### src/core/adc_ctl_pkg.sv
// package: constants, types and field layout for the converter control block
package adc_ctl_pkg;
  localparam int          NUM_CH         = 8;
  localparam int          DATA_W         = 24;
  localparam int          CMP_W          = 4;
  localparam int          CFG_W          = 24;
  localparam logic [3:0]  CMP_RESET      = 4'h3;
  localparam logic [7:0]  TRIM_RESET     = 8'h50;
  localparam int          TRIM_LSB       = 0;
  localparam int          TRIM_MSB       = 7;
  localparam int          EXTREF_BIT     = 8;
  localparam int          OSR_LSB        = 9;
  localparam int          OSR_MSB        = 11;
  localparam logic [2:0]  OSR_RESET      = 3'h3;
  localparam logic [23:0] CFG_RESET      = 24'h000650;
  localparam logic [23:0] CODE_ZERO      = 24'h000000;
  localparam int          CLK_MHZ        = 40;
  localparam int          POR_US         = 50;
  localparam int          POR_CYC        = POR_US * CLK_MHZ;
  localparam int          AZ_DIV         = 4;
  localparam int          SETTLE_W       = 13;

  typedef struct packed {
    logic       valid;
    logic [2:0] chan;
    logic [DATA_W-1:0] code;
  } sample_t;

  typedef struct packed {
    logic       en;
    logic [CFG_W-1:0] data;
  } cfg_wr_t;

  typedef enum logic [1:0] {
    ST_POR    = 2'b00,
    ST_SETTLE = 2'b01,
    ST_RUN    = 2'b10
  } ctl_state_t;

  // settling time in master-clock units for each ratio code
  function automatic logic [SETTLE_W-1:0] settle_cycles(input logic [2:0] oversampling_ratio);
    case (oversampling_ratio)
      3'h0:    settle_cycles = 13'h0060;
      3'h1:    settle_cycles = 13'h00C0;
      3'h2:    settle_cycles = 13'h0180;
      3'h3:    settle_cycles = 13'h0300;
      3'h4:    settle_cycles = 13'h0600;
      3'h5:    settle_cycles = 13'h0800;
      3'h6:    settle_cycles = 13'h0C00;
      default: settle_cycles = 13'h1400;
    endcase
  endfunction

  // mask of kept bits: resolution 17,20,23 then 24
  function automatic logic [DATA_W-1:0] res_mask(input logic [2:0] oversampling_ratio);
    case (oversampling_ratio)
      3'h0:    res_mask = 24'hFFFF80;
      3'h1:    res_mask = 24'hFFFFF0;
      3'h2:    res_mask = 24'hFFFFFE;
      default: res_mask = 24'hFFFFFF;
    endcase
  endfunction
endpackage

### src/core/adc_reset_reference_control.sv
// top: reset, reference and data-ready housekeeping for the converter
`timescale 1ns/10ps
module adc_reset_reference_control
  import adc_ctl_pkg::*;
#(
  parameter int PORCYCLES = POR_CYC
)(
  input  wire logic                     mclk,
  input  wire logic                     nrst,
  input  wire logic                     hardRstPinN,
  input  wire logic                     avddGood,
  input  wire logic                     dvddGood,
  input  wire cfg_wr_t                  cfgWrite,
  input  wire sample_t                  sampleIn,
  input  wire logic                     sdoData,
  output logic [CFG_W-1:0]              first_configuration_word,
  output logic [7:0]                    reference_tempco_trim,
  output logic                          ext_reference_select,
  output logic                          refOutEnable,
  output logic                          refDiffInput,
  output logic                          autoZeroPhase,
  output logic                          biasOn,
  output logic                          porDone,
  output logic                          sdoOut,
  output logic                          sdoOeN,
  output logic                          data_ready_pin,
  output logic                          dataReadyOeN,
  output logic [NUM_CH*DATA_W-1:0]      chanCodes,
  output logic [NUM_CH*CMP_W-1:0]       cmpStates
);
  // three-stage pin synchronisers
  logic [2:0] rstSync_ff;
  logic [2:0] avSync_ff;
  logic [2:0] dvSync_ff;
  logic       hardRst_ff;
  logic       suppliesOk_ff;

  always_ff @(posedge mclk or negedge nrst) begin
    if (!nrst) begin
      rstSync_ff <= 3'h0;
      avSync_ff  <= 3'h0;
      dvSync_ff  <= 3'h0;
    end else begin
      rstSync_ff <= {rstSync_ff[1:0], hardRstPinN};
      avSync_ff  <= {avSync_ff[1:0], avddGood};
      dvSync_ff  <= {dvSync_ff[1:0], dvddGood};
    end
  end

  // a change counts only once stages two and three agree
  wire rstAgree = (rstSync_ff[1] == rstSync_ff[2]);
  wire avAgree  = (avSync_ff[1] == avSync_ff[2]);
  wire dvAgree  = (dvSync_ff[1] == dvSync_ff[2]);

  always_ff @(posedge mclk or negedge nrst) begin
    if (!nrst) begin
      hardRst_ff    <= 1'b1;
      suppliesOk_ff <= 1'b0;
    end else begin
      if (rstAgree) begin
        hardRst_ff <= ~rstSync_ff[2];
      end
      if (avAgree && dvAgree) begin
        suppliesOk_ff <= avSync_ff[2] & dvSync_ff[2];
      end
    end
  end

  // power-on delay counter; restarts if either supply drops
  localparam int PW = $clog2(PORCYCLES + 1);
  logic [PW-1:0] porCnt_ff;
  logic          porDone_ff;
  wire           porHit = (porCnt_ff == PW'(PORCYCLES - 1));

  always_ff @(posedge mclk or negedge nrst) begin
    if (!nrst) begin
      porCnt_ff  <= '0;
      porDone_ff <= 1'b0;
    end else if (!suppliesOk_ff) begin
      porCnt_ff  <= '0;
      porDone_ff <= 1'b0;
    end else if (!porDone_ff) begin
      porCnt_ff  <= porCnt_ff + PW'(1);
      porDone_ff <= porHit;
    end
  end

  // configuration word; writes dropped in hard reset or before power-up
  logic [CFG_W-1:0] cfg_ff;
  wire              wrOk = cfgWrite.en & ~hardRst_ff & porDone_ff;
  wire [CFG_W-1:0]  nxt_cfg = wrOk ? cfgWrite.data : cfg_ff;

  always_ff @(posedge mclk or negedge nrst) begin
    if (!nrst) begin
      cfg_ff <= CFG_RESET;
    end else if (hardRst_ff || !porDone_ff) begin
      cfg_ff <= CFG_RESET;
    end else begin
      cfg_ff <= nxt_cfg;
    end
  end

  wire [7:0] trim   = cfg_ff[TRIM_MSB:TRIM_LSB];
  wire       extSel = cfg_ff[EXTREF_BIT];
  wire [2:0] oversampling_ratio    = cfg_ff[OSR_MSB:OSR_LSB];

  // reference buffer auto-zero chopping, divided from mclk
  logic [AZ_DIV-1:0] azCnt_ff;
  always_ff @(posedge mclk or negedge nrst) begin
    if (!nrst) begin
      azCnt_ff <= '0;
    end else begin
      azCnt_ff <= azCnt_ff + AZ_DIV'(1);
    end
  end

  // control sequencer: wait for power-up, settle filters, then run
  ctl_state_t          state_ff;
  ctl_state_t          nxt_state;
  logic [SETTLE_W-1:0] settleCnt_ff;
  wire                 settleDone = (settleCnt_ff == settle_cycles(oversampling_ratio));
  wire                 running    = (state_ff == ST_RUN);

  always_comb begin
    nxt_state = state_ff;
    case (state_ff)
      ST_POR: begin
        if (porDone_ff && !hardRst_ff) begin
          nxt_state = ST_SETTLE;
        end
      end
      ST_SETTLE: begin
        if (settleDone) begin
          nxt_state = ST_RUN;
        end
      end
      ST_RUN: begin
        nxt_state = ST_RUN;
      end
      default: begin
        nxt_state = ST_POR;
      end
    endcase
    if (!porDone_ff || hardRst_ff) begin
      nxt_state = ST_POR;
    end
  end

  always_ff @(posedge mclk or negedge nrst) begin
    if (!nrst) begin
      state_ff <= ST_POR;
    end else begin
      state_ff <= nxt_state;
    end
  end

  // settling count restarts from zero on every restart
  always_ff @(posedge mclk or negedge nrst) begin
    if (!nrst) begin
      settleCnt_ff <= '0;
    end else if (state_ff != ST_SETTLE) begin
      settleCnt_ff <= '0;
    end else if (!settleDone) begin
      settleCnt_ff <= settleCnt_ff + SETTLE_W'(1);
    end
  end

  // samples only load once filters are settled
  wire loadSample = running & sampleIn.valid;

  genvar g;
  generate
    for (g = 0; g < NUM_CH; g++) begin : gCh
      chan_format uFmt (
        .mclk    (mclk),
        .nrst    (nrst),
        .hardRst (hardRst_ff),
        .load    (loadSample && (sampleIn.chan == 3'(g))),
        .oversampling_ratio     (oversampling_ratio),
        .rawCode (sampleIn.code),
        .code    (chanCodes[g*DATA_W +: DATA_W]),
        .cmpOut  (cmpStates[g*CMP_W +: CMP_W])
      );
    end
  endgenerate

  // next values of the pins, named wires so each output flop stays plain
  wire nxt_drPulse = ~(loadSample & (sampleIn.chan == 3'(NUM_CH - 1)));
  wire nxt_oeN     = hardRst_ff | ~porDone_ff;
  wire nxt_refOe   = ~extSel;
  wire nxt_refDiff = extSel;

  // data-ready pulse; idles high so leaving reset never looks like a pulse
  logic drPulse_ff;
  always_ff @(posedge mclk or negedge nrst) begin
    if (!nrst) begin
      drPulse_ff <= 1'b1;
    end else begin
      drPulse_ff <= nxt_drPulse;
    end
  end

  // serial data and the shared enable; both pins float (enable high) in hard reset
  logic sdo_ff;
  logic oeN_ff;
  always_ff @(posedge mclk or negedge nrst) begin
    if (!nrst) begin
      sdo_ff <= 1'b0;
      oeN_ff <= 1'b1;
    end else begin
      sdo_ff <= sdoData;
      oeN_ff <= nxt_oeN;
    end
  end

  // reference pin mode; pins always match the select bit, internal by default
  logic refOe_ff;
  logic refDiff_ff;
  always_ff @(posedge mclk or negedge nrst) begin
    if (!nrst) begin
      refOe_ff   <= 1'b1;
      refDiff_ff <= 1'b0;
    end else begin
      refOe_ff   <= nxt_refOe;
      refDiff_ff <= nxt_refDiff;
    end
  end

  // auto-zero phase and bias; bias ignores hard reset so restart is quick
  logic az_ff;
  logic bias_ff;
  always_ff @(posedge mclk or negedge nrst) begin
    if (!nrst) begin
      az_ff   <= 1'b0;
      bias_ff <= 1'b0;
    end else begin
      az_ff   <= azCnt_ff[AZ_DIV-1];
      bias_ff <= porDone_ff;
    end
  end

  // config views for the host, one flop stage behind the stored word
  logic [CFG_W-1:0] cfgOut_ff;
  logic [7:0]       trimOut_ff;
  logic             extOut_ff;
  always_ff @(posedge mclk or negedge nrst) begin
    if (!nrst) begin
      cfgOut_ff  <= CFG_RESET;
      trimOut_ff <= TRIM_RESET;
      extOut_ff  <= 1'b0;
    end else begin
      cfgOut_ff  <= cfg_ff;
      trimOut_ff <= trim;
      extOut_ff  <= extSel;
    end
  end

  assign data_ready_pin           = drPulse_ff;
  assign dataReadyOeN             = oeN_ff;
  assign sdoOut                   = sdo_ff;
  assign sdoOeN                   = oeN_ff;
  assign refOutEnable             = refOe_ff;
  assign refDiffInput             = refDiff_ff;
  assign autoZeroPhase            = az_ff;
  assign biasOn                   = bias_ff;
  assign porDone                  = porDone_ff;
  assign first_configuration_word = cfgOut_ff;
  assign reference_tempco_trim    = trimOut_ff;
  assign ext_reference_select     = extOut_ff;
endmodule

### src/core/chan_format.sv
// per-channel result formatting and comparator state
`timescale 1ns/10ps
module chan_format
  import adc_ctl_pkg::*;
(
  input  wire logic              mclk,
  input  wire logic              nrst,
  input  wire logic              hardRst,
  input  wire logic              load,
  input  wire logic [2:0]        oversampling_ratio,
  input  wire logic [DATA_W-1:0] rawCode,
  output logic      [DATA_W-1:0] code,
  output logic      [CMP_W-1:0]  cmpOut
);
  logic [DATA_W-1:0] code_ff;
  logic [CMP_W-1:0]  cmp_ff;
  wire  [DATA_W-1:0] nxt_code = rawCode & res_mask(oversampling_ratio);

  // output buffer; hard reset clears it and parks the comparator
  always_ff @(posedge mclk or negedge nrst) begin
    if (!nrst) begin
      code_ff <= CODE_ZERO;
      cmp_ff  <= CMP_RESET;
    end else if (hardRst) begin
      code_ff <= CODE_ZERO;
      cmp_ff  <= CMP_RESET;
    end else begin
      if (load) begin
        code_ff <= nxt_code;
      end
      cmp_ff <= rawCode[DATA_W-1 -: CMP_W];
    end
  end

  assign code   = code_ff;
  assign cmpOut = cmp_ff;
endmodule

### config.mk
export PLATFORM = sky130hd
export DESIGN_NAME = adc_reset_reference_control
export DESIGN_NICKNAME = d
export VERILOG_FILES = /design/src/core/adc_ctl_pkg.sv /design/src/core/adc_reset_reference_control.sv /design/src/core/chan_format.sv
export SDC_FILE = /design/constraint.sdc
export NUM_CORES = 1
export LEC_CHECK = 0
export BUFFER_PORTS_ARGS = -buffer_cell sky130_fd_sc_hd__buf_2
export CAP_MARGIN = 20
export CORE_MARGIN = 2
export CORE_UTILIZATION = 40
export DETAILED_ROUTE_END_ITERATION = 10
export HOLD_SLACK_MARGIN = 0.08
export PLACE_DENSITY_LB_ADDON = 0.2
export SLEW_MARGIN = 20
export SYNTH_ARGS = -nofsm -noshare
export SYNTH_HDL_FRONTEND = slang
export SYNTH_SLANG_ARGS = --single-unit
### constraint.sdc
create_clock -name mclk -period 1.9 [get_ports mclk]
set_clock_uncertainty 0.15 [all_clocks]
set_input_delay 0.095 -clock mclk [delete_from_list [all_inputs] [get_ports mclk]]
set_output_delay 0.095 -clock mclk [all_outputs]
set_load 0.02 [all_outputs]
# Word level (Yosys, flattened, before mapping)
# Index checks and enable logic that the tools add are counted.
# W data, S select, Z words.
[word_totals]
ff_bits = 301
output_inout_bits = 266
in_bits = 59
[classes]
n_reduce_logical = 26
mux = 31
n_eq_ne = 25
n_addsub = 3
bitwise = 12
[op_table]
columns = ["cell", "count"]
rows = [
  ["$mux W24", 18],
  ["$pmux W13 S7", 1],
  ["$mux W13", 2],
  ["$and A24 B24 Y24", 1],
  ["$mux W11", 2],
  ["$eq A3 B3 Y1 const B", 7],
  ["$pmux W7 S3", 1],
  ["$reduce_bool A2 Y1", 9],
  ["$add A13 B1 Y13 const B", 1],
  ["$eq A13 B13 Y1", 1],
  ["$eq A3 B2 Y1 const B", 4],
  ["$add A11 B1 Y11 const B", 1],
  ["$eq A11 B11 Y1 const B", 1],
  ["$logic_and A1 B1 Y1", 10],
  ["$eq A3 B1 Y1 const B", 2],
  ["$logic_not A3 Y1", 2],
  ["$mux W2", 3],
  ["$ne A3 B3 Y1 const B", 2],
  ["$pmux W2 S3", 1],
  ["$and A1 B1 Y1", 5],
  ["$not A1 Y1", 5],
  ["$add A4 B1 Y4 const B", 1],
  ["$mux W4", 1],
  ["$ne A2 B1 Y1 const B", 2],
  ["other kinds (10)", 14],
]

# Depth between registers and ports, before layout
# Gate-level depths: netlist (run 1).
[depth]
ltp_word = 6
ltp_mapped = 10
mapped_depth_nobuf = 7

# Modules after synthesis
# Synthesis (run 1) repeated with hierarchy kept, for this count alone.
[unflattened]
hier_cells = 1071
area_unflattened_um2 = 13344.0
[by_module_without_submodules]
columns = ["module", "instances", "seq_area_each_um2", "area_per_inst_um2", "cells_per_inst"]
rows = [
  ["chan_format", 8, 703.2, 1171.1, 92],
  ["adc_reset_reference_control", 1, 2417.3, 3975.1, 335],
]

# Worst setup path before layout (run 1)
# OpenSTA, ideal clock, no wires.
[synth_path]
path_type = "reg2reg"
start = "reg state_ff[0]"
end = "reg gCh[0].uFmt.code_ff[3]"
setup_ps = 127
setup_slack_ps = -174
path_stages_with_launch = 11
arrival_ps = 1798
n_path_buf = 3
period_less_slack_ps = 2074
cell_sequence = "dfrtp_1 inv_1 ha_1 nand2_1 or2_1 buf_2 or3_1 buf_2 buf_2 nand3b_1 o21ai_1"
[synth_between]
elab_chain_len = 4
[synth_lines]
columns = ["item", "line", "text"]
rows = [
  ["start: declaration", "adc_reset_reference_control.sv:118", "ctl_state_t state_ff;"],
  ["start signal: assignment", "adc_reset_reference_control.sv:153", "state_ff <= nxt_state;"],
  ["$eq A2 B2 Y1", "adc_reset_reference_control.sv:122", "wire running = (state_ff == ST_RUN);"],
  ["$and A1 B1 Y1", "adc_reset_reference_control.sv:169", "wire loadSample = running & sampleIn.valid;"],
  ["$logic_and A1 B1 Y1", "adc_reset_reference_control.sv:178", ".load (loadSample && (sampleIn.chan == 3'(g))),"],
  ["$reduce_bool A2 Y1 (no source line)", "--", ""],
  ["end signal: assignment", "chan_format.sv:29", "code_ff <= nxt_code;"],
  ["end: declaration", "chan_format.sv:15", "logic [DATA_W-1:0] code_ff;"],
]
# Every way passes these cells.
# A chain may end at the register's enable or synchronous reset.

# Worst setup path in the final report (run 1)
[layout_path]
start = "reg cfg_ff[9]"
end = "reg state_ff[1]"
[layout_between]
elab_chain_len = 5
word_cells_on_any_way = 11
classes_between = "8 x eq/ne; 1 x mux; 2 x reduce/logical"
[layout_lines]
columns = ["item", "line", "text"]
rows = [
  ["start: declaration", "adc_reset_reference_control.sv:89", "logic [CFG_W-1:0] cfg_ff;"],
  ["start signal: assignment", "adc_reset_reference_control.sv:99", "cfg_ff <= nxt_cfg;"],
  ["$eq A3 B3 Y1 (tied with other cells)", "adc_ctl_pkg.sv:42", "case (oversampling_ratio)"],
  ["$pmux W13 S7 (*)", "adc_ctl_pkg.sv:42", ""],
  ["$eq A13 B13 Y1 (*)", "adc_reset_reference_control.sv:121", "wire settleDone = (settleCnt_ff == settle_cycles(oversampling_ratio));"],
  ["$ne A3 B3 Y1 (no source line) (*)", "--", ""],
  ["$reduce_and A2 Y1 (no source line) (*)", "--", ""],
]
# Every way passes the cells marked *; elsewhere a longest branch is shown, timed or not.

==> flow_metrics.tcl, run 1 <==
set metrics [dict create \
    status "finished with violations" \
    violations "setup timing" \
    grt_start_max_net_pins 92 \
    slew_headroom 0.694 \
    final_util 0.563 \
    clk_latency_ps 550 \
    area_growth_pct 38.6 \
    grtUsageMet1 0.303 \
    vdd_ir_drop_max_uv 635 \
    numPortBuffers 324 \
    synthFlopType "dfrtp_1" \
    clockBufferDepth 3 \
    r2r-start "cfg_ff[9]" \
    preCtsSetupSlack_ps -126 \
    dp_cells 1842 \
    cp.arrival_ps 2280 \
    syn_avg_cell_area_um2 10.2 \
    synthMostInstantiatedCell "nand2_1" \
    synth_nets 1247 \
    cap_violations 0 \
    ys_seq_area_frac 0.609 \
    wl_per_cell_um 18.3 \
    grt_pass1_wl_um 55700 \
    wirelength_um 36700 \
    pin_count 325 \
    syn_inst 1181 \
    synth_edf_count 0 \
    core_mm2 0.0296 \
    final_nets 1656 \
    drive_gt1_frac 0.352 \
    path_max_fanout 4 \
    slew_viol_final 0 \
    path_class "reg -> reg" \
    use_met3 0.0413 \
    gp_congestion 0.786 \
    yosys.area.top_type "dfrtp_1" \
    rrSetupSlack_ps -110 \
    drt_iter0_drc 592 \
    period_needed_ps 2010 \
    cts_tree "done" \
    cp-end-kind "flop" \
    cts_sinks 292 \
    diodes 0 \
    vias 10027 \
    setup_viol 13 \
    fmax_mhz 499 \
    hold_ws_ps 200 \
    async_flop_share 1.00 \
    overflow 0 \
    fin_tns_setup_ps -414 \
    htreeDepth 1 \
    worstPathCellList "or3b_1 > o32a_1 > and2_4 > o311ai_1 > a21oi_2" \
    cp.depth 5 \
    required_ps 2170 \
    n_fill_cell 2588 \
    drtPass1Iterations 5 \
    std_cell_rows 63 \
    cp_top_family "compound AO/OA/AOI/OAI gates" \
    clkTransAtPathRegs_ps 60 \
    worstSetupEndpoint "state_ff[1]" \
    die_area_mm2 0.0315 \
    crit_start "cfg_ff[9]" \
    startpoint_type "flop" \
    die_y_um 177 \
    cpMaxStageDelayCell "dfstp_2" \
    power.density_mw_per_mm2 812 \
    cts_root_buffer "clkbuf_16" \
    synth_top_area_frac 0.578 \
    yosys_warnings 0 \
    worstMarginPinSlew_ps 459 \
    ant_nets 0 \
    grt_pass1_vias 9792 \
    hold_path_depth 0 \
    track_usage 0.225 \
    reg2regPathDepth 5 \
    r2r-end "state_ff[1]" \
    cp_num_buf_inv 0 \
    finalHoldViolCount 0 \
    power_leakage_nw 8.09 \
    synth_cell_type_count 55 \
    use_met2 0.370 \
    synth_seq_cells 292 \
    ys_top_cells_by_area "dfrtp_1 58%, nand2_1 9.4%, a21oi_1 6.0%" \
    initial_utilization 0.406 \
    cpPeakStageDelay_ps 530 \
    syn_area_mm2 0.0120 \
    fin_cells 2004 \
    antenna_found_initial 0 \
    setup_slack_ps -106 \
    hp-class "reg -> reg" \
    rsz0062_at_grt "true" \
    grt.busiest_layer "met2" \
    dp_hpwl_um 23800 \
    synth_common_cells "301 x nand2_1, 278 x dfrtp_1, 145 x a21oi_1" \
    via_per_inst 5.00 \
    detail_route.drc_violations 0 \
    fin_crit_sh 1.06 \
    cts_buffers 31 \
    die_w_um 177 \
]
[power breakdown]
| group | internal [mW] | switching, mW |
|---|---|---|
| Sequential | 6.28 | 0.0579 |
| Combinational | 0.397 | 0.655 |
| Clock | 3.68 | 2.46 |
[stage by stage]
stage	cell area, um2	power (mW)
finish	16700	13.5
global route	16700	14.0
CTS	16200	13.6
detailed placement	14200	7.32
global placement	14200	7.31
floorplan	12100	6.93
[per-layer routing]
layer  vias to the layer above  part of all wire
met5                         -                 0
met4                         0             0.028
met3                        68             0.058
met2                       289              0.48
met1                      4979              0.43
li1                       4691                 -
[layout make-up]
cell class / instances / area [um2] / share of cell area
Sequential cell: 292 / 7330 / 0.440
Tap cell: 390 / 488 / 0.0293
Clock buffer: 48 / 910 / 0.0546
Timing Repair Buffer: 499 / 3450 / 0.207
Multi-Input combinational cell: 753 / 4320 / 0.259
Inverter: 13 / 51.3 / 0.00308
Clock inverter: 9 / 128 / 0.00765
[worst reg2reg max path, delay by kind of cell (launching register included)]
| family | cells | cell delay, ps |
|---|---|---|
| simple gates | 2 | 550 |
| flops | 1 | 530 |
| compound gates | 3 | 660 |
[cells in the final DEF (no fill, tap or decap), drive strengths merged, types with 2 or more instances in the layout]
master / Yosys / routed
xnor2: 12 / 12
ha: 7 / 7
o21ai: 57 / 57
nor2: 47 / 47
xor2: 9 / 9
and3: 5 / 5
dlygate4sd3: 0 / 86
clkbuf: 63 / 50
dfrtp: 278 / 278
a2111o: 2 / 2
nand4: 3 / 3
bufinv: 0 / 3
or3b: 2 / 2
mux2i: 28 / 28
and3b: 2 / 2
a21oi: 145 / 145
and4: 4 / 4
buf: 63 / 411
nand3b: 48 / 48
o31ai: 2 / 2
nor3: 7 / 7
nand2b: 3 / 3
clkinv: 0 / 6
mux2: 8 / 8
or3: 8 / 11
or2: 5 / 5
and2: 10 / 10
nand3: 12 / 12
nor3b: 3 / 3
nor4b: 2 / 2
o311ai: 2 / 2
nor2b: 7 / 7
inv: 13 / 13
nand2: 301 / 301
dfstp: 14 / 14
[worst min path at each step]
stage	from	end	slack [ps]
4_1_cts	avSync_ff[0]	avSync_ff[1]	200
2_1_floorplan	nrst	autoZeroPhase	-350
6_report	avSync_ff[0]	avSync_ff[1]	200
5_1_grt	rstSync_ff[0]	rstSync_ff[1]	200
3_3_place_gp	nrst	cfg_ff[8]	-100
3_5_place_dp	nrst	cfg_ff[8]	-100
[registers in the layout, summed over array words and instances (netlist names)]
register                  flops
biasOn                        1
azCnt_ff                      4
first_configuration_word     17
dvSync_ff                     3
hardRst_ff                    1
porCnt_ff                    11
cfg_ff                       24
gCh.uFmt.cmpOut               4
settleCnt_ff                 13
data_ready_pin                1
reference_tempco_trim         7
suppliesOk_ff                 1
refOutEnable                  1
autoZeroPhase                 1
state_ff                      2
sdoOut                        1
dataReadyOeN                  1
porDone                       1
rstSync_ff                    3
gCh.uFmt.code               192
avSync_ff                     3
[cells by family (layout without fill, tap and decap cells)]
| family | after synthesis | after routing | synth area share |
|---|---|---|---|
| AOI/OAI and AO/OA | 213 | 213 | 0.0930 |
| xor gates and xnor gates | 21 | 21 | 0.0153 |
| buffers and inverters | 139 | 569 | 0.0605 |
| muxes | 36 | 36 | 0.0308 |
| and+or+nand+nor | 473 | 476 | 0.185 |
| adders and majority gates | 7 | 7 | 0.00728 |
| DFF | 292 | 292 | 0.609 |
[timing repair]
| action | in CTS | in global routing |
|---|---|---|
| resized for setup | 15 | 91 |
| endpoints found under the hold margin | 516 | 0 |
| cloned | 2 | 4 |
| pin swaps | 13 | 37 |
| buffers inserted | 4 | 9 |
| hold buffers | 86 | 0 |
| setup endpoints to repair | 68 | 110 |
Note: power is estimated with default switching activity, not from simulation.
==> run 2: changes to the inputs <==
--- a/config.mk
+++ b/config.mk
@@ -8,7 +8,7 @@
 export BUFFER_PORTS_ARGS = -buffer_cell sky130_fd_sc_hd__buf_2
 export CAP_MARGIN = 20
 export CORE_MARGIN = 2
-export CORE_UTILIZATION = 40
+export CORE_UTILIZATION = 48
 export DETAILED_ROUTE_END_ITERATION = 10
 export HOLD_SLACK_MARGIN = 0.08
 export PLACE_DENSITY_LB_ADDON = 0.2
==> run 2 against run 1 <==
Net effect: the run still ends with setup timing left; sequential power about the same; count of clock-buffer cells in the layout increased by 2; critical path depth unchanged; total power decreased by 2.7%; utilization increased by 10 points; maximum frequency increased by 3.7%; highest routed layer unchanged.
==> flow_metrics.tcl, run 2 (synthesized netlist as in run 1, its figures left out) <==
set metrics [dict create \
    path_class "reg -> reg" \
    cpMaxStageDelayCell "dfstp_2" \
    cp-end-kind "flop" \
    die_y_um 162 \
    area_growth_pct 35.4 \
    setup_slack_ps -33.7 \
    cts_root_buffer "clkbuf_16" \
    stdcell_area_mm2 0.0163 \
    setup_viol 3 \
    grt_start_max_net_pins 91 \
    final_util 0.666 \
    fin_cells 1918 \
    final_nets 1635 \
    clkTransAtPathRegs_ps 60 \
    startpoint_type "flop" \
    drt_iter0_drc 847 \
    htreeDepth 1 \
    cpPeakStageDelay_ps 600 \
    reg2regPathDepth 5 \
    vias 10077 \
    slew_viol_final 0 \
    power_leakage_nw 7.90 \
    gp_congestion 0.834 \
    hold_ws_ps 200 \
    cp.depth 5 \
    n_fill_cell 1886 \
    cp.arrival_ps 2250 \
    r2r-end "state_ff[1]" \
    antenna_found_initial 1 \
    detail_route.drc_violations 0 \
    power_mw 13.2 \
    required_ps 2220 \
    dp_hpwl_um 22600 \
    initial_utilization 0.492 \
    worstPathCellList "and3b_1 > o31a_1 > nand4b_4 > a2111o_1 > a21oi_1" \
    cp_top_family "compound AO/OA/AOI/OAI gates" \
    track_usage 0.264 \
    rrSetupSlack_ps -30 \
    wirelength_um 35700 \
    die_w_um 162 \
    grt_pass1_wl_um 54600 \
    status "finished with violations" \
    clockBufferDepth 3 \
    worstMarginPinSlew_ps 532 \
    final_cell_mix "323 x buf_2, 288 x nand2_1, 278 x dfrtp_1, 123 x a21oi_1, 86 x dlygate4sd3_1" \
    routed-wl-met2_um 17600 \
    r2r-start "cfg_ff[10]" \
    numPortBuffers 324 \
    std_cell_rows 57 \
    rsz0062_at_grt "true" \
    cts_tree "done" \
    wl_per_cell_um 18.6 \
    worstSetupEndpoint "state_ff[1]" \
    ant_nets 0 \
    cp_num_buf_inv 0 \
    violations "setup timing" \
    overflow 0 \
    die_area_mm2 0.0264 \
    finalHoldViolCount 0 \
    crit_start "cfg_ff[10]" \
    preCtsSetupSlack_ps -108 \
    drive_gt1_frac 0.335 \
    fin_tns_setup_ps -74.3 \
    slew_headroom 0.645 \
    cts_sinks 292 \
    via_per_inst 5.25 \
    clk_latency_ps 550 \
    power.density_mw_per_mm2 808 \
    largest_register_ffs 192 \
    dp_cells 1763 \
    core_mm2 0.0245 \
    drtPass1Iterations 6 \
    grt_pass1_vias 9835 \
    fmax_mhz 517 \
    m1WireLength_um 15000 \
    topRoutingLayerUsed "met4" \
    path_max_fanout 7 \
    detailed_place.area_mm2 0.0140 \
    fin_crit_sh 1.02 \
    period_needed_ps 1930 \
    cts_buffers 30 \
    cap_violations 0 \
    pin_count 325 \
    layout_commonest_cell "buf_2" \
    vdd_ir_drop_max_uv 599 \
    hp-class "reg -> reg" \
    dr_wl_met3_um 1980 \
]
[run 2: cell count changes in the layout (fill, tap and decap cells not counted), sizes merged]
| cell | previous run | this run |
|---|---|---|
| clkinv | 6 | 4 |
| clkinvlp | 0 | 1 |
| diode | 0 | 1 |
| bufinv | 3 | 1 |
| buf | 411 | 393 |
[run 2: power by group]
part	switching [mW]	internal, mW
combinational	0.640	0.377
sequential	0.0579	6.28
clock	2.40	3.40
total	3.10	10.1
[run 2: repair_timing]
action / in CTS / in global routing
hold endpoints to repair: 517 / 0
gates cloned: 2 / 3
resized for setup: 21 / 64
setup endpoints to repair: 140 / 135
pin swaps: 11 / 27
hold buffers: 87 / 0
buffers inserted: 3 / 3
[run 2: worst min path at each step]
stage / cells past startpoint / startpoint / end
global placement: 1 / nrst / reference_tempco_trim[5]
CTS: 0 / rstSync_ff[0] / rstSync_ff[1]
finish: 0 / rstSync_ff[0] / rstSync_ff[1]
global route: 0 / rstSync_ff[0] / rstSync_ff[1]
detailed placement: 1 / nrst / first_configuration_word[12]
floorplan: 0 / nrst / autoZeroPhase
[run 2: layout make-up]
cell class                      instances  area, um2  share of cell area
Timing Repair Buffer                  479       3240               0.199
Sequential cell                       292       7330               0.450
Inverter                               13       48.8             0.00299
Antenna cell                            1       2.50            0.000154
Multi-Input combinational cell        753       4290               0.263
Clock buffer                           50        917              0.0563
Clock inverter                          6       57.6             0.00353
Tap cell                              324        405              0.0249
[run 2: metal layers]
layer  up-vias  track usage
met5         -            0
met4         0       0.0873
met3        77       0.0364
met2       375        0.437
met1      4974        0.364
li1       4651            -
[run 2: worst reg2reg max path, cell delays in order (launching register included)]
cell	delay [ps]
dfstp_2	600
and3b_1	180
o31a_1	190
nand4b_4	200
a2111o_1	410
a21oi_1	130
==> run 3: changes to the inputs <==
--- a/config.mk
+++ b/config.mk
@@ -5,10 +5,11 @@
 export SDC_FILE = /design/constraint.sdc
 export NUM_CORES = 1
 export LEC_CHECK = 0
+export ABC_AREA = 1
 export BUFFER_PORTS_ARGS = -buffer_cell sky130_fd_sc_hd__buf_2
 export CAP_MARGIN = 20
-export CORE_MARGIN = 2
-export CORE_UTILIZATION = 48
+export CORE_MARGIN = 1
+export CORE_UTILIZATION = 47
 export DETAILED_ROUTE_END_ITERATION = 10
 export HOLD_SLACK_MARGIN = 0.08
 export PLACE_DENSITY_LB_ADDON = 0.2
==> run 3 against run 2 <==
Net effect: the run now ends clean; non-clock buffer count fell by 34; critical path type unchanged; global-route usage down 1.7 points; die area is 7.5% lower; largest cell class unchanged.
==> flow_metrics.tcl, run 3 <==
set metrics [dict create \
    status "finished, final reports clean" \
    synth_seq_cells 292 \
    numPortBuffers 324 \
    detail_route.drc_violations 0 \
    clk_latency_ps 540 \
    std_cell_rows 56 \
    dp_cells 1693 \
    gp_congestion 0.890 \
    n_fill_cell 1961 \
    slew_headroom 0.558 \
    preCtsSetupSlack_ps -158 \
    cts_buffers 30 \
    drive_gt1_frac 0.344 \
    cts_tree "done" \
    drt_iter0_drc 511 \
    overflow 0 \
    clockBufferDepth 3 \
    final_cell_mix "323 x buf_2, 317 x nand2_1, 278 x dfrtp_1, 148 x o21ai_0, 63 x dlygate4sd3_1" \
    syn_avg_cell_area_um2 10.3 \
    pin_count 325 \
    die_w_um 156 \
    htreeDepth 1 \
    final_nets 1549 \
    path_max_fanout 11 \
    grt_pass1_wl_um 46400 \
    cp_common_cell "nor2_4" \
    synth_edf_count 0 \
    ys_top_cells_by_area "dfrtp_1 62%, nand2_1 11%, o21ai_0 6.9%" \
    yosys_warnings 0 \
    synth_common_cells "330 x nand2_1, 278 x dfrtp_1, 154 x o21ai_0" \
    setup_slack_ps 115 \
    async_flop_share 1.00 \
    grt_pass1_vias 8508 \
    drtPass1Iterations 5 \
    startpoint_type "flop" \
    vias 9053 \
    cts_root_buffer "clkbuf_16" \
    wl_per_cell_um 17.1 \
    cpMaxStageDelayCell "dfrtp_1" \
    finalHoldViolCount 0 \
    area_growth_pct 36.7 \
    stdcell_area_mm2 0.0153 \
    syn_inst 1086 \
    required_ps 2220 \
    grt_start_max_net_pins 56 \
    via_per_inst 4.95 \
    clkTransAtPathRegs_ps 70 \
    core_mm2 0.0234 \
    power.density_mw_per_mm2 1050 \
    track_usage 0.248 \
    initial_utilization 0.477 \
    path_class "reg -> reg" \
    synthMostInstantiatedCell "nand2_1" \
    fmax_mhz 560 \
    fin_tns_setup_ps 0 \
    synthFlopType "dfrtp_1" \
    power_leakage_nw 7.98 \
    cpPeakStageDelay_ps 410 \
    antenna_found_initial 1 \
    power_mw 16.0 \
    synth_top_area_frac 0.623 \
    cap_violations 0 \
    vdd_ir_drop_max_uv 722 \
    cp-end-kind "flop" \
    synth_cell_type_count 41 \
    largest_register_ffs 192 \
    hp-class "in -> reg" \
    worstPathCellList "ha_4 > nand2_4 > nor2_4 > inv_2 > nor2_4 > nor2_4 > clkbuf_16 > nand2_1 > o21ai_1" \
    ant_nets 0 \
    cp.arrival_ps 2100 \
    synth_nets 1152 \
    cts_sinks 292 \
    worstMarginPinSlew_ps 661 \
    period_needed_ps 1790 \
    layout_commonest_cell "buf_2" \
    setup_viol 0 \
    ys_seq_area_frac 0.656 \
    dp_hpwl_um 20400 \
    yosys.area.top_type "dfrtp_1" \
    fin_crit_sh 0.940 \
    syn_area_mm2 0.0112 \
    fin_cells 1828 \
    die_area_mm2 0.0244 \
    die_y_um 156 \
    slew_viol_final 0 \
    wirelength_um 31300 \
    detailed_place.area_mm2 0.0132 \
]
[run 3: changes by cell type in the layout (fill, tap and decap cells not counted), moves of 23 or more]
cell	before	now
nand3b_1	48	1
a21oi_1	123	18
nand2_1	288	317
o21ai_0	14	148
dlygate4sd3_1	86	63
inv_1	11	41
mux2i_1	28	0
[run 3: area by class of cell]
class | count | area, um2 | area share
antenna | 2 | 5.00 | 0.000328
multi-input combinational | 658 | 3310 | 0.217
clock buffer | 43 | 911 | 0.0597
clock inverter | 13 | 153 | 0.0100
timing repair buffer | 445 | 2940 | 0.193
inverter | 56 | 218 | 0.0143
sequential | 292 | 7320 | 0.480
tap | 319 | 399 | 0.0262
[run 3: what timing repair did]
item,4_1_cts,5_1_grt
cloned,1,6
hold endpoints to repair,517,0
setup buffers,1,7
resized for setup,8,40
hold buffers,63,0
pin swaps,1,5
endpoints found under the setup margin,126,107
[run 3: worst max-delay path: cells and delay by family, from the launching register on]
kind                     cells  cell delay [ps]
buffers and inverters        2              320
adder cells (fa/ha/maj)      1              170
AO/OA/AOI/OAI                1               80
flip-flops                   1              410
AND/OR/NAND/NOR              5              570
[run 3: metal layers]
metal / vias to the layer above / wire length [um] / track usage
met2: 299 / 15600 / 0.425
met4: 0 / 918 / 0.0836
li1: 4295 / - / -
met5: - / 0 / 0
met1: 4402 / 13200 / 0.321
met3: 57 / 1610 / 0.0386
[run 3: worst paths after layout]
kind,from,end,slack (ps),depth (start not counted)
setup / recovery,state_ff[1],gCh[7].uFmt.code[14],110,9
hold reg to reg,rstSync_ff[0],rstSync_ff[1],200,0
hold / removal,cfgWrite[11],cfg_ff[11],150,4
max in group asynchronous,nrst,first_configuration_word[9],440,4
min in group asynchronous,nrst,gCh[7].uFmt.code[13],440,3
setup reg to reg,state_ff[1],gCh[7].uFmt.code[14],110,9
[run 3: power by group]
| part | internal, mW | leakage, nW | switching [mW] |
|---|---|---|---|
| combinational | 0.927 | 3.60 | 1.88 |
| sequential | 6.75 | 3.86 | 0.301 |
| clock | 3.73 | 0.525 | 2.39 |
[run 3: stage by stage]
step	utilization	hold WS [ps]
after global placement	0.565	-103
after CTS	0.639	121
final	0.652	153
after detailed placement	0.565	-104
after global routing	0.652	159
after floorplan	-	-351
[run 3: logic make-up (layout without fill, tap and decap cells)]
kind of cell,after synthesis,in the layout,share of synthesized area
AND/OR/NAND/NOR,418,419,0.158
flip-flops,292,292,0.656
AO/OA/AOI/OAI,227,227,0.111
buffers and inverters,137,557,0.0638
adder cells (fa/ha/maj),7,7,0.00784
XOR/XNOR,5,5,0.00392
other,0,2,0
